==> config.mk <==
export PLATFORM = sky130hd
export DESIGN_NAME = rpec_top
export DESIGN_NICKNAME = d
export VERILOG_FILES = /design/src/rpec_pkg.sv /design/src/rpec_addr_track.sv /design/src/rpec_counter.sv /design/src/rpec_top.sv
export SDC_FILE = /design/constraint.sdc
export NUM_CORES = 1
export LEC_CHECK = 0
export BUFFER_PORTS_ARGS = -buffer_cell sky130_fd_sc_hd__buf_2
export CORE_ASPECT_RATIO = 0.6
export CORE_UTILIZATION = 40
export DETAILED_ROUTE_END_ITERATION = 16
export GPL_TIMING_DRIVEN = 0
export SLEW_MARGIN = 0
export SYNTH_ARGS = -nofsm -noshare
export SYNTH_HDL_FRONTEND = slang
export SYNTH_HIERARCHICAL = 1
export SYNTH_SLANG_ARGS = --single-unit
export TNS_END_PERCENT = 100
==> constraint.sdc <==
create_clock -name i_sys_clk -period 9.3 [get_ports i_sys_clk]
set_clock_uncertainty 0.2 [all_clocks]
set_input_delay 0.93 -clock i_sys_clk [delete_from_list [all_inputs] [get_ports i_sys_clk]]
set_output_delay 0.93 -clock i_sys_clk [all_outputs]
set_load 0.01 [all_outputs]
==> src/rpec_pkg.sv <==
// Package of constants and types for the repeater port event counters
package rpec_pkg;
  localparam int CNT_W = 32;
  localparam int ADDR_W = 48;
  localparam int DUR_W = 16;
  localparam int OCT_W = 16;
  localparam logic [CNT_W-1:0] CNT_RST = 32'h0000_0000;
  localparam logic [ADDR_W-1:0] ADDR_RST = 48'h0000_0000_0000;
  localparam logic [DUR_W-1:0] DUR_RST = 16'h0000;
  // Bit time at 10 and 100 Mb/s, in picoseconds
  localparam int BT_PS_10 = 100000;
  localparam int BT_PS_100 = 10000;
  localparam int CLK_PS = 25000;
  // Valid-packet minimum time, bit times (552 <= t < 565)
  localparam int VPMIN_BT = 552;
  // Octets above which method B counts a mismatch
  localparam logic [OCT_W-1:0] MISMATCH_OCT_MIN = 16'h003F;
  // Activity duration thresholds are given in system clock cycles
  localparam logic [DUR_W-1:0] VPMIN_CYC_10 =
    DUR_W'((VPMIN_BT * BT_PS_10 + CLK_PS - 1) / CLK_PS);
  localparam logic [DUR_W-1:0] VPMIN_CYC_100 =
    DUR_W'((VPMIN_BT * BT_PS_100 + CLK_PS - 1) / CLK_PS);
  // Port rate encoding
  typedef enum logic [1:0] {
    RPEC_RATE_10 = 2'b00,
    RPEC_RATE_100 = 2'b01,
    RPEC_RATE_1000 = 2'b10
  } rpec_rate_t;
  // Carrier event tracking states
  typedef enum logic [1:0] {
    RPEC_IDLE = 2'b00,
    RPEC_ACTIVE = 2'b01,
    RPEC_CLOSE = 2'b10
  } rpec_state_t;
endpackage

==> src/rpec_addr_track.sv <==
// Last source address store with change detection
`timescale 1ns/10ps
`default_nettype none
module rpec_addr_track
  import rpec_pkg::*;
(
  // Clock and reset
  input wire logic i_sys_clk,
  input wire logic i_rst,
  // Readable frame source address
  input wire logic i_sa_valid,
  input wire logic [ADDR_W-1:0] i_sa,
  // Stored address and change pulse
  output logic [ADDR_W-1:0] o_last_source_address,
  output logic o_changed
);
  logic [ADDR_W-1:0] addr_ff;
  logic changed_ff;
  wire differs = i_sa_valid && (i_sa != addr_ff);

  always_ff @(posedge i_sys_clk) begin
    if (i_rst) begin
      addr_ff <= ADDR_RST;
      changed_ff <= 1'b0;
    end else begin
      changed_ff <= differs;
      if (i_sa_valid) begin
        addr_ff <= i_sa;
      end
    end
  end
  assign o_last_source_address = addr_ff;
  assign o_changed = changed_ff;

  addr_update_a: assert property (
    @(posedge i_sys_clk) disable iff (i_rst)
    i_sa_valid |=> o_last_source_address == $past(i_sa))
    else $error("last source address not updated");
  addr_change_a: assert property (
    @(posedge i_sys_clk) disable iff (i_rst)
    o_changed == (!$past(i_rst) && $past(o_last_source_address)
                  != o_last_source_address))
    else $error("change pulse does not match address change");
endmodule
`default_nettype wire

==> src/rpec_counter.sv <==
// Non-resettable-by-management wrapping event counter
`timescale 1ns/10ps
`default_nettype none
module rpec_counter
  import rpec_pkg::*;
(
  // Clock and reset
  input wire logic i_sys_clk,
  input wire logic i_rst,
  // Event
  input wire logic i_inc,
  // Count
  output logic [CNT_W-1:0] o_count
);
  logic [CNT_W-1:0] count_ff;
  wire [CNT_W-1:0] nxt_count = count_ff + CNT_W'(1);

  // Only the device reset clears it; it counts up and wraps
  always_ff @(posedge i_sys_clk) begin
    if (i_rst) begin
      count_ff <= CNT_RST;
    end else if (i_inc) begin
      count_ff <= nxt_count;
    end
  end
  assign o_count = count_ff;

  count_wraps_a: assert property (
    @(posedge i_sys_clk) disable iff (i_rst)
    i_inc |=> o_count == $past(o_count) + CNT_W'(1))
    else $error("counter did not step by one");
  count_holds_a: assert property (
    @(posedge i_sys_clk) disable iff (i_rst)
    !i_inc |=> $stable(o_count))
    else $error("counter changed without an event");
endmodule
`default_nettype wire

==> src/rpec_top.sv <==
// Per-port repeater event counters and administrative control
`timescale 1ns/10ps
`default_nettype none
// Functional notes
// - 10M: count carrier events longer than the jabber lockup timer.
// - 100M/1G: count each entry to the receive jabber state.
// - A very long event may also bump other counters.
// - Rate mismatch counts per frame using one fixed method.
// - Method A: no collision, duration over minimum, rate mismatch (10/100).
// - Method B: no collision, over 63 octets, rate mismatch (10/100).
// - Method C at 1000M: rate mismatch alone counts.
// - Mismatch threshold is the implementer's; other counters unaffected.
// - Count each automatic partition (entry to partition wait).
// - Count each false-carrier to state_d transition.
// - Automatic isolation leaves administrative state unchanged.
// - Symbol error counts at most once per valid-length event.
// - No symbol error count when any repeater port collides.
// - Hold source address of latest readable frame.
// - Count each change of the stored source address.
// - 1000M: count no-collision events lasting at least one slot time.
// - Burst counter never moves at 10 or 100M.
// - Enabling port at 10/100M restarts partition machine.
// - Enabling port at 1G restarts receive timer, partition, integrity.
// - Counters cannot be cleared by management and only count up.
// - Valid-packet minimum time between 552 and 565 bit times; at 1000M the code uses the 100M value of 221 cycles.
module rpec_top
  import rpec_pkg::*;
(
  // Clock and reset
  input wire logic i_sys_clk,
  input wire logic i_rst,
  // Port configuration
  input wire rpec_pkg::rpec_rate_t i_rate,
  input wire logic i_mismatch_method_b,
  input wire logic [rpec_pkg::DUR_W-1:0] i_slot_time_e,
  // Carrier and collision observation
  input wire logic i_carrier_event_a,
  input wire logic i_collision_seen,
  input wire logic i_any_port_collision,
  input wire logic i_jabber_lockup_timer,
  input wire logic [rpec_pkg::OCT_W-1:0] i_received_octet_count,
  input wire logic i_rate_mismatch,
  input wire logic i_invalid_symbol,
  // State machine events
  input wire logic i_rx_jabber_entry,
  input wire logic i_partition_wait_entry,
  input wire logic i_state_d_from_false_carrier,
  // Readable frame source address
  input wire logic i_readable_frame,
  input wire logic [rpec_pkg::ADDR_W-1:0] i_source_address,
  // Administrative control
  input wire logic i_port_admin_action,
  input wire logic i_port_admin_enable,
  output logic o_port_admin_state,
  output logic o_restart_partition,
  output logic o_restart_rx_timer,
  output logic o_restart_carrier_integrity,
  // Activity duration, cycles of the current or most recent event
  output logic [rpec_pkg::DUR_W-1:0] o_activity_duration_b,
  // Counters and last source address
  output logic [rpec_pkg::CNT_W-1:0] o_very_long_event_count,
  output logic [rpec_pkg::CNT_W-1:0] o_rate_mismatch_count,
  output logic [rpec_pkg::CNT_W-1:0] o_auto_partition_count,
  output logic [rpec_pkg::CNT_W-1:0] o_auto_isolation_count,
  output logic [rpec_pkg::CNT_W-1:0] o_in_packet_symbol_error_count,
  output logic [rpec_pkg::CNT_W-1:0] o_address_change_count,
  output logic [rpec_pkg::CNT_W-1:0] o_gigabit_burst_count,
  output logic [rpec_pkg::ADDR_W-1:0] o_last_source_address
);
  import rpec_pkg::*;

  function automatic logic [DUR_W-1:0] sat_inc(input logic [DUR_W-1:0] v);
    sat_inc = (v == {DUR_W{1'b1}}) ? v : v + DUR_W'(1);
  endfunction

  // Event tracking and administrative state
  rpec_state_t state_ff;
  rpec_state_t nxt_state;
  logic [DUR_W-1:0] dur_ff;
  logic coll_ff;
  logic any_coll_ff;
  logic jab_ff;
  logic mism_ff;
  logic symerr_ff;
  logic [OCT_W-1:0] oct_ff;
  logic admin_ff;
  logic restart_ff;
  logic [DUR_W-1:0] nxt_dur;

  wire is_gig = (i_rate == RPEC_RATE_1000);
  wire is_10 = (i_rate == RPEC_RATE_10);
  wire in_event = (state_ff == RPEC_ACTIVE);
  wire ev_close = (state_ff == RPEC_CLOSE);
  // Duration saturates so a very long event never looks short
  assign nxt_dur = sat_inc(dur_ff);

  // Valid-packet minimum time: the 10M value at 10M, the 100M value at 100M and 1000M
  wire [DUR_W-1:0] vpmin_cyc = is_10 ? VPMIN_CYC_10 : VPMIN_CYC_100;
  wire long_enough = dur_ff > vpmin_cyc;
  wire valid_len = long_enough
    || (oct_ff > MISMATCH_OCT_MIN);

  always_comb begin
    case (state_ff)
      RPEC_IDLE: begin
        nxt_state = i_carrier_event_a ? RPEC_ACTIVE : RPEC_IDLE;
      end
      RPEC_ACTIVE: begin
        nxt_state = i_carrier_event_a ? RPEC_ACTIVE : RPEC_CLOSE;
      end
      RPEC_CLOSE: begin
        nxt_state = i_carrier_event_a ? RPEC_ACTIVE : RPEC_IDLE;
      end
      default: begin
        nxt_state = RPEC_IDLE;
      end
    endcase
  end

  wire ev_start = i_carrier_event_a && (state_ff != RPEC_ACTIVE);

  always_ff @(posedge i_sys_clk) begin
    if (i_rst) begin
      state_ff <= RPEC_IDLE;
      dur_ff <= DUR_RST;
      coll_ff <= 1'b0;
      any_coll_ff <= 1'b0;
      jab_ff <= 1'b0;
      mism_ff <= 1'b0;
      symerr_ff <= 1'b0;
      oct_ff <= '0;
    end else begin
      state_ff <= nxt_state;
      if (ev_start) begin
        dur_ff <= DUR_W'(1);
        coll_ff <= i_collision_seen;
        any_coll_ff <= i_any_port_collision;
        jab_ff <= i_jabber_lockup_timer;
        mism_ff <= i_rate_mismatch;
        symerr_ff <= i_invalid_symbol;
        oct_ff <= i_received_octet_count;
      end else if (in_event && i_carrier_event_a) begin
        dur_ff <= nxt_dur;
        coll_ff <= coll_ff | i_collision_seen;
        any_coll_ff <= any_coll_ff | i_any_port_collision;
        jab_ff <= jab_ff | i_jabber_lockup_timer;
        mism_ff <= mism_ff | i_rate_mismatch;
        symerr_ff <= symerr_ff | i_invalid_symbol;
        oct_ff <= i_received_octet_count;
      end
    end
  end
  assign o_activity_duration_b = dur_ff;

  // Counter increment terms; mismatch, symbol error, burst and 10M very long are evaluated at the close of each event
  wire inc_very_long = is_10 ? (ev_close && jab_ff)
                             : i_rx_jabber_entry;
  // Method chosen by strap: A by duration, B by octets; C at gigabit
  wire mism_a = !coll_ff && long_enough && mism_ff;
  wire mism_b = !coll_ff && (oct_ff > MISMATCH_OCT_MIN) && mism_ff;
  wire mism_c = mism_ff;
  wire inc_mismatch = ev_close && (is_gig ? mism_c
    : (i_mismatch_method_b ? mism_b : mism_a));
  wire inc_partition = i_partition_wait_entry;
  wire inc_isolation = i_state_d_from_false_carrier;
  wire inc_symerr = ev_close && valid_len && symerr_ff
    && !any_coll_ff && !coll_ff;
  wire inc_burst = ev_close && is_gig && !coll_ff
    && (dur_ff >= i_slot_time_e);
  wire addr_changed;

  // Each counter sees only its own term; coincident events all count
  rpec_counter u_cnt_vle (
    .i_sys_clk(i_sys_clk), .i_rst(i_rst), .i_inc(inc_very_long),
    .o_count(o_very_long_event_count));
  rpec_counter u_cnt_mism (
    .i_sys_clk(i_sys_clk), .i_rst(i_rst), .i_inc(inc_mismatch),
    .o_count(o_rate_mismatch_count));
  rpec_counter u_cnt_part (
    .i_sys_clk(i_sys_clk), .i_rst(i_rst), .i_inc(inc_partition),
    .o_count(o_auto_partition_count));
  rpec_counter u_cnt_iso (
    .i_sys_clk(i_sys_clk), .i_rst(i_rst), .i_inc(inc_isolation),
    .o_count(o_auto_isolation_count));
  rpec_counter u_cnt_sym (
    .i_sys_clk(i_sys_clk), .i_rst(i_rst), .i_inc(inc_symerr),
    .o_count(o_in_packet_symbol_error_count));
  rpec_counter u_cnt_addr (
    .i_sys_clk(i_sys_clk), .i_rst(i_rst), .i_inc(addr_changed),
    .o_count(o_address_change_count));
  rpec_counter u_cnt_burst (
    .i_sys_clk(i_sys_clk), .i_rst(i_rst), .i_inc(inc_burst),
    .o_count(o_gigabit_burst_count));

  rpec_addr_track u_addr (
    .i_sys_clk(i_sys_clk),
    .i_rst(i_rst),
    .i_sa_valid(i_readable_frame),
    .i_sa(i_source_address),
    .o_last_source_address(o_last_source_address),
    .o_changed(addr_changed));

  // Administrative state changes only by management action
  wire enable_edge = i_port_admin_action && i_port_admin_enable;
  always_ff @(posedge i_sys_clk) begin
    if (i_rst) begin
      admin_ff <= 1'b1;
      restart_ff <= 1'b0;
    end else begin
      if (i_port_admin_action) begin
        admin_ff <= i_port_admin_enable;
      end
      restart_ff <= enable_edge;
    end
  end
  assign o_port_admin_state = admin_ff;
  assign o_restart_partition = restart_ff;
  assign o_restart_rx_timer = restart_ff && is_gig;
  assign o_restart_carrier_integrity = restart_ff && is_gig;

  // Each count is checked one edge after the term that should move it
  burst_slow_a: assert property (
    @(posedge i_sys_clk) disable iff (i_rst)
    !is_gig |=> $stable(o_gigabit_burst_count))
    else $error("burst counted below gigabit");
  burst_count_a: assert property (
    @(posedge i_sys_clk) disable iff (i_rst)
    (ev_close && is_gig && !coll_ff && dur_ff >= i_slot_time_e)
    |=> o_gigabit_burst_count == $past(o_gigabit_burst_count) + 1)
    else $error("gigabit burst not counted");
  burst_coll_a: assert property (
    @(posedge i_sys_clk) disable iff (i_rst)
    (ev_close && coll_ff) |=> $stable(o_gigabit_burst_count))
    else $error("burst counted with collision");
  burst_short_a: assert property (
    @(posedge i_sys_clk) disable iff (i_rst)
    (ev_close && dur_ff < i_slot_time_e)
    |=> $stable(o_gigabit_burst_count))
    else $error("burst counted below slot time");
  burst_idle_a: assert property (
    @(posedge i_sys_clk) disable iff (i_rst)
    !ev_close |=> $stable(o_gigabit_burst_count))
    else $error("burst counted outside event close");
  symerr_coll_a: assert property (
    @(posedge i_sys_clk) disable iff (i_rst)
    (ev_close && any_coll_ff) |=> $stable(o_in_packet_symbol_error_count))
    else $error("symbol error counted during collision");
  symerr_once_a: assert property (
    @(posedge i_sys_clk) disable iff (i_rst)
    !ev_close |=> $stable(o_in_packet_symbol_error_count))
    else $error("symbol error counted outside event close");
  symerr_count_a: assert property (
    @(posedge i_sys_clk) disable iff (i_rst)
    (ev_close && symerr_ff && valid_len && !coll_ff && !any_coll_ff)
    |=> o_in_packet_symbol_error_count
      == $past(o_in_packet_symbol_error_count) + 32'h0000_0001)
    else $error("symbol error not counted");
  symerr_clean_a: assert property (
    @(posedge i_sys_clk) disable iff (i_rst)
    (ev_close && !symerr_ff) |=> $stable(o_in_packet_symbol_error_count))
    else $error("symbol error counted without bad symbol");
  symerr_short_a: assert property (
    @(posedge i_sys_clk) disable iff (i_rst)
    (ev_close && !valid_len) |=> $stable(o_in_packet_symbol_error_count))
    else $error("symbol error counted on short event");
  isolate_admin_a: assert property (
    @(posedge i_sys_clk) disable iff (i_rst)
    !i_port_admin_action |=> $stable(o_port_admin_state))
    else $error("admin state changed without management action");
  admin_take_a: assert property (
    @(posedge i_sys_clk) disable iff (i_rst)
    i_port_admin_action |=> o_port_admin_state == $past(i_port_admin_enable))
    else $error("admin state did not follow management action");
  part_count_a: assert property (
    @(posedge i_sys_clk) disable iff (i_rst)
    i_partition_wait_entry
    |=> o_auto_partition_count == $past(o_auto_partition_count) + 1)
    else $error("partition not counted");
  part_hold_a: assert property (
    @(posedge i_sys_clk) disable iff (i_rst)
    !i_partition_wait_entry |=> $stable(o_auto_partition_count))
    else $error("partition count moved without entry");
  iso_count_a: assert property (
    @(posedge i_sys_clk) disable iff (i_rst)
    i_state_d_from_false_carrier
    |=> o_auto_isolation_count == $past(o_auto_isolation_count) + 1)
    else $error("isolation not counted");
  iso_hold_a: assert property (
    @(posedge i_sys_clk) disable iff (i_rst)
    !i_state_d_from_false_carrier |=> $stable(o_auto_isolation_count))
    else $error("isolation count moved without transition");
  restart_gig_a: assert property (
    @(posedge i_sys_clk) disable iff (i_rst)
    (enable_edge && is_gig) |=> o_restart_rx_timer && o_restart_partition
      && o_restart_carrier_integrity)
    else $error("gigabit enable did not restart machines");
  restart_slow_a: assert property (
    @(posedge i_sys_clk) disable iff (i_rst)
    (enable_edge && !is_gig) |=> o_restart_partition
      && !o_restart_rx_timer && !o_restart_carrier_integrity)
    else $error("slow enable restart outputs wrong");
  restart_once_a: assert property (
    @(posedge i_sys_clk) disable iff (i_rst)
    !enable_edge |=> !o_restart_partition && !o_restart_rx_timer)
    else $error("restart pulse without enabling action");
  mism_coll_a: assert property (
    @(posedge i_sys_clk) disable iff (i_rst)
    (ev_close && !is_gig && coll_ff) |=> $stable(o_rate_mismatch_count))
    else $error("mismatch counted with collision");
  mism_gig_a: assert property (
    @(posedge i_sys_clk) disable iff (i_rst)
    (ev_close && is_gig && mism_ff)
    |=> o_rate_mismatch_count == $past(o_rate_mismatch_count) + 1)
    else $error("gigabit mismatch not counted");
  mism_dur_a: assert property (
    @(posedge i_sys_clk) disable iff (i_rst)
    (ev_close && !is_gig && !i_mismatch_method_b && !coll_ff && mism_ff
      && dur_ff > vpmin_cyc)
    |=> o_rate_mismatch_count == $past(o_rate_mismatch_count) + 1)
    else $error("duration method mismatch not counted");
  mism_oct_a: assert property (
    @(posedge i_sys_clk) disable iff (i_rst)
    (ev_close && !is_gig && i_mismatch_method_b && !coll_ff && mism_ff
      && oct_ff > MISMATCH_OCT_MIN)
    |=> o_rate_mismatch_count == $past(o_rate_mismatch_count) + 1)
    else $error("octet method mismatch not counted");
  mism_once_a: assert property (
    @(posedge i_sys_clk) disable iff (i_rst)
    !(ev_close && mism_ff) |=> $stable(o_rate_mismatch_count))
    else $error("mismatch counted without detected mismatch");
  vle_jab_a: assert property (
    @(posedge i_sys_clk) disable iff (i_rst)
    (!is_10 && i_rx_jabber_entry)
    |=> o_very_long_event_count == $past(o_very_long_event_count) + 1)
    else $error("jabber entry not counted");
  vle_ten_a: assert property (
    @(posedge i_sys_clk) disable iff (i_rst)
    (is_10 && ev_close && jab_ff)
    |=> o_very_long_event_count == $past(o_very_long_event_count) + 1)
    else $error("very long event not counted");
  vle_hold_a: assert property (
    @(posedge i_sys_clk) disable iff (i_rst)
    (is_10 ? !(ev_close && jab_ff) : !i_rx_jabber_entry)
    |=> $stable(o_very_long_event_count))
    else $error("very long count moved without cause");
  dur_start_a: assert property (
    @(posedge i_sys_clk) disable iff (i_rst)
    ev_start |=> o_activity_duration_b == 16'h0001)
    else $error("duration did not restart at carrier");
  dur_grow_a: assert property (
    @(posedge i_sys_clk) disable iff (i_rst)
    (in_event && i_carrier_event_a && dur_ff != 16'hFFFF)
    |=> o_activity_duration_b == $past(o_activity_duration_b) + 16'h0001)
    else $error("duration did not advance");
endmodule
`default_nettype wire
==> results summary <==
The root buffer cell chosen for the clock tree is sky130_fd_sc_hd__clkbuf_16. The clock passes through at most 3 buffers. The startpoint identified for the worst register-to-register timing path is o_activity_duration_b[6]$_SDFFE_PP0P_.

The via count of the first global-routing pass came out at 13202. The kind of capture point of the worst setup path is a register. The total of warnings raised by yosys came out at 6. For this block, the routed nets add up to 45090 um of wire.

During placement, the flow inserted port buffers numbering 379. Setup repair after global routing left no endpoint under its margin. Of the available clock period, the critical path in the final layout requires 46.03%. The total inserted antenna cells is 0. For this run, the post-layout net count is 2283. The clock period minus final worst setup slack came out at 4.281 ns. The worst reg2reg path depth is 12. The final design instance area without fill came out at 19020 um2. The slack of the worst reg-to-reg path came out at 5.32 ns. 389 I/O pins were placed.

The async set-reset flop share out of synthesis came out at 0%. Across the run, the number of max-cap violations was 0. After detailed routing, the number of remaining DRC violations is 0. In the synthesized netlist, the cells that appear most often are sky130_fd_sc_hd__dfxtp_1, sky130_fd_sc_hd__nor2_1, sky130_fd_sc_hd__nand4_1. The share of final-layout standard cells stronger than drive strength 1 came out at 26.27%. The highest clock frequency the design can meet came out at 0.2336 GHz. From synthesis to final layout, the design area changed by 23.48%.

In this run the mean area of a mapped cell was 8.824 um2. The analysis attributes to cell leakage a power of 8.260 nW. The post-route worst setup slack came out at 5.019 ns. The clock transition at the registers of the reported paths is 0.06 ns.

The total global routing overflow came out at 0. The worst slew margin relative to its limit is 33.36%. The number of vias in the routed layout is 14125. The worst register-to-register path ends at u_cnt_mism/o_count[29]$_SDFFE_PP0P_. The total track usage came out at 22.16%.

The distinct cell type count of the synthesized netlist came out at 62. The final count of hold timing violations came out at 0. The class of the tightest hold or removal check is register to register. The fraction of synthesized cell area taken by the top area cell type is 40.02%. The final number of setup-violating endpoints came out at 0. The site row count came out at 55.

For hold timing, the worst endpoint is o_port_admin_state$_SDFFE_PP1P_. The weighted congestion reported at the end of routability-driven placement is 0.8577. The HPWL after detailed placement is 33720 um. Summed over all instances, the cell type with the most area after synthesis is sky130_fd_sc_hd__dfxtp_1.

STA classifies the critical path startpoint as a primary input. sky130_fd_sc_hd__dfxtp_1 is the most common cell in the netlist. The highest net fanout along the worst path is 10. The number of detailed-route iterations in the first pass is 6. The remaining antenna violation count came out at 0. The power density relative to cell area came out at 150.6 nW/um2. The die covers 39330 um2.

Entering global routing, the biggest net connects 59 pins. The kind of critical path is primary input to register. For this configuration, the core starts out at a cell density of 40.78%. The cell depth of the worst hold path came out at 2. The area of combinational cells with multiple inputs came out at 8568 um2. The share of the Yosys chip area taken by registers is 40.02%. The count of flip-flops with a built-in enable after synthesis came out at 0.

The number of DRC violations after detailed-routing iteration 0 came out at 1016. The synthesized netlist occupies a cell area of 15410 um2. By area the synthesized netlist is led by sky130_fd_sc_hd__dfxtp_1, sky130_fd_sc_hd__nor2_1, sky130_fd_sc_hd__mux2_2. The wire length of the first global-routing pass is 71790 um. The startpoint identified for the worst hold timing path is o_port_admin_state$_SDFFE_PP1P_. TritonCTS built the clock tree.

In the final layout, flip-flops and latches occupy 6166 um2. The count of mapped cells out of synthesis came out at 1746. The initial antenna violation count was 2. The clock sink count is 308. The number of max-slew violations in the final report came out at 0. Clock latency on the worst-skew pair, taken at its later pin, is 0.56 ns.

The cell area after placement is 17950 um2. The detail-routed via count per cell came out at 5.243. The number of nets handed over by synthesis was 1871. The number of synthesized register bits came out at 308. The final worst hold slack is 0.2682 ns. In the synthesized netlist the dominant register cell turns out to be sky130_fd_sc_hd__dfxtp_1. At the placement stage, the worst setup path has a slack of 4.464 ns.

The total of hold buffers inserted after clock tree synthesis came out at 0. In this run the number of H-tree levels came out at 1. The number of buffers created by CTS came out at 31. The core region is 37780 um2. The height of the die is 154.0 um. The critical path data required time is 9.55 ns. The die span in x is 255.4 um. The post-CTS repair timing setup buffer count is 0.

The setup total negative slack is 0 ns. The flow ran to the end, and the final reports show no timing, DRC or antenna violations. Dividing the detail-routed wire length by the instance count gives 16.74 um. In this run, post-CTS repair resized a total of 0 instances. The critical path arrival came out at 4.53 ns.

The layout has 3630 filler cells. The peak supply drop is 129.3 uV. For the pin with the worst max-slew slack, the measured transition is 0.9928 ns.
[cell type report]
class | instances | area share (%)
Inverter | 52 | 1.033
Sequential cell | 308 | 32.41
Clock inverter | 7 | 0.5919
Timing Repair Buffer | 379 | 9.984
Multi-Input combinational cell | 1295 | 45.04
Buffer | 91 | 2.506
Clock buffer | 49 | 5.064
Tap cell | 513 | 3.374
[report_power, final]
| group | switching (mW) | total, mW | leakage, nW | internal [mW] |
|---|---|---|---|---|
| Sequential | 0.0185 | 1.36 | 2.50 | 1.34 |
| Combinational | 0.108 | 0.185 | 5.24 | 0.0775 |
| Clock | 0.533 | 1.32 | 0.530 | 0.788 |
| Total | 0.659 | 2.86 | 8.26 | 2.21 |
[per-layer routing]
layer | global-route usage, % | share of wire [%] | up-vias | wire [um]
li1 | - | - | 6981 | -
met1 | 31.17 | 48 | 6693 | 21570
met2 | 34.21 | 43 | 400 | 19540
met3 | 5.325 | 7.0 | 51 | 3152
met4 | 4.705 | 1.8 | 0 | 822
met5 | 0 | 0 | - | 0
[metrics by stage]
step / util, % / total power, mW / instances
2_1_floorplan: - / 1.493 / 1746
3_3_place_gp: 47.50 / 1.568 / 2638
3_5_place_dp: 47.50 / 1.573 / 2638
4_1_cts: 50.35 / 2.902 / 2694
5_1_grt: 50.36 / 2.985 / 2694
6_report: 50.36 / 2.864 / 2694
[cell usage in the layout, fill, tap and decap left out, types with 31 or more instances in the layout]
cell and instances:
sky130_fd_sc_hd__xnor2_1 79, sky130_fd_sc_hd__nor3_1 78, sky130_fd_sc_hd__nand4_1 88, sky130_fd_sc_hd__clkbuf_1 61, sky130_fd_sc_hd__buf_2 398, sky130_fd_sc_hd__nor2_1 261
sky130_fd_sc_hd__nand3_1 71, sky130_fd_sc_hd__nor2b_1 72, sky130_fd_sc_hd__dfxtp_1 308, sky130_fd_sc_hd__inv_1 50, sky130_fd_sc_hd__a21oi_1 61, sky130_fd_sc_hd__clkbuf_16 31
sky130_fd_sc_hd__xor2_1 71, sky130_fd_sc_hd__nand2_1 75, sky130_fd_sc_hd__mux2_2 63, sky130_fd_sc_hd__mux2i_1 66, sky130_fd_sc_hd__o21ai_0 36
[kinds of logic (layout without fill, tap and decap cells)]
kind of cell	Yosys count	count (layout)	synth area share [%]
compound gates	150	150	5.896
fa+ha+maj	29	29	2.339
xor+xnor	150	150	8.527
flops	308	308	40.02
buf+inv	143	578	4.369
simple gates	823	823	28.93
mux	143	143	9.916
[sequential cells by signal, summed over array words and instances (netlist names), 2 cells and up]
register	cells
u_cnt_mism/o_count	32
o_activity_duration_b	16
u_cnt_sym/o_count	32
u_cnt_vle/o_count	32
state_ff	2
u_cnt_iso/o_count	32
u_addr/o_last_source_address	48
u_cnt_burst/o_count	32
u_cnt_addr/o_count	32
oct_ff	10
u_cnt_part/o_count	32
[worst max path at each step]
stage / slack [ns] / depth (start not counted) / endpoint / from
floorplan: 5.46 / 14 / u_cnt_mism/o_count[27]$_SDFFE_PP0P_ / i_rate[1]
global placement: 4.52 / 15 / u_cnt_mism/o_count[29]$_SDFFE_PP0P_ / i_rate[1]
detailed placement: 4.46 / 15 / u_cnt_mism/o_count[29]$_SDFFE_PP0P_ / i_rate[1]
CTS: 5.06 / 15 / u_cnt_mism/o_count[29]$_SDFFE_PP0P_ / i_rate[1]
global route: 4.84 / 15 / u_cnt_sym/o_count[28]$_SDFFE_PP0P_ / i_rate[1]
finish: 5.02 / 15 / u_cnt_mism/o_count[29]$_SDFFE_PP0P_ / i_rate[1]
[worst max-delay path, stage by stage]
cell and delay, ns:
sky130_fd_sc_hd__buf_2 0.11, sky130_fd_sc_hd__or2_1 0.24, sky130_fd_sc_hd__buf_6 0.15, sky130_fd_sc_hd__ha_1 0.18
sky130_fd_sc_hd__nand2b_1 0.07, sky130_fd_sc_hd__maj3_1 0.16, sky130_fd_sc_hd__a21oi_1 0.06, sky130_fd_sc_hd__o32a_1 0.36
sky130_fd_sc_hd__o21ai_0 0.50, sky130_fd_sc_hd__buf_2 0.30, sky130_fd_sc_hd__and4_1 0.19, sky130_fd_sc_hd__buf_2 0.22
sky130_fd_sc_hd__nand4_1 0.34, sky130_fd_sc_hd__nor3_1 0.37, sky130_fd_sc_hd__mux2_2 0.37
(Power assumes the default switching activity.)
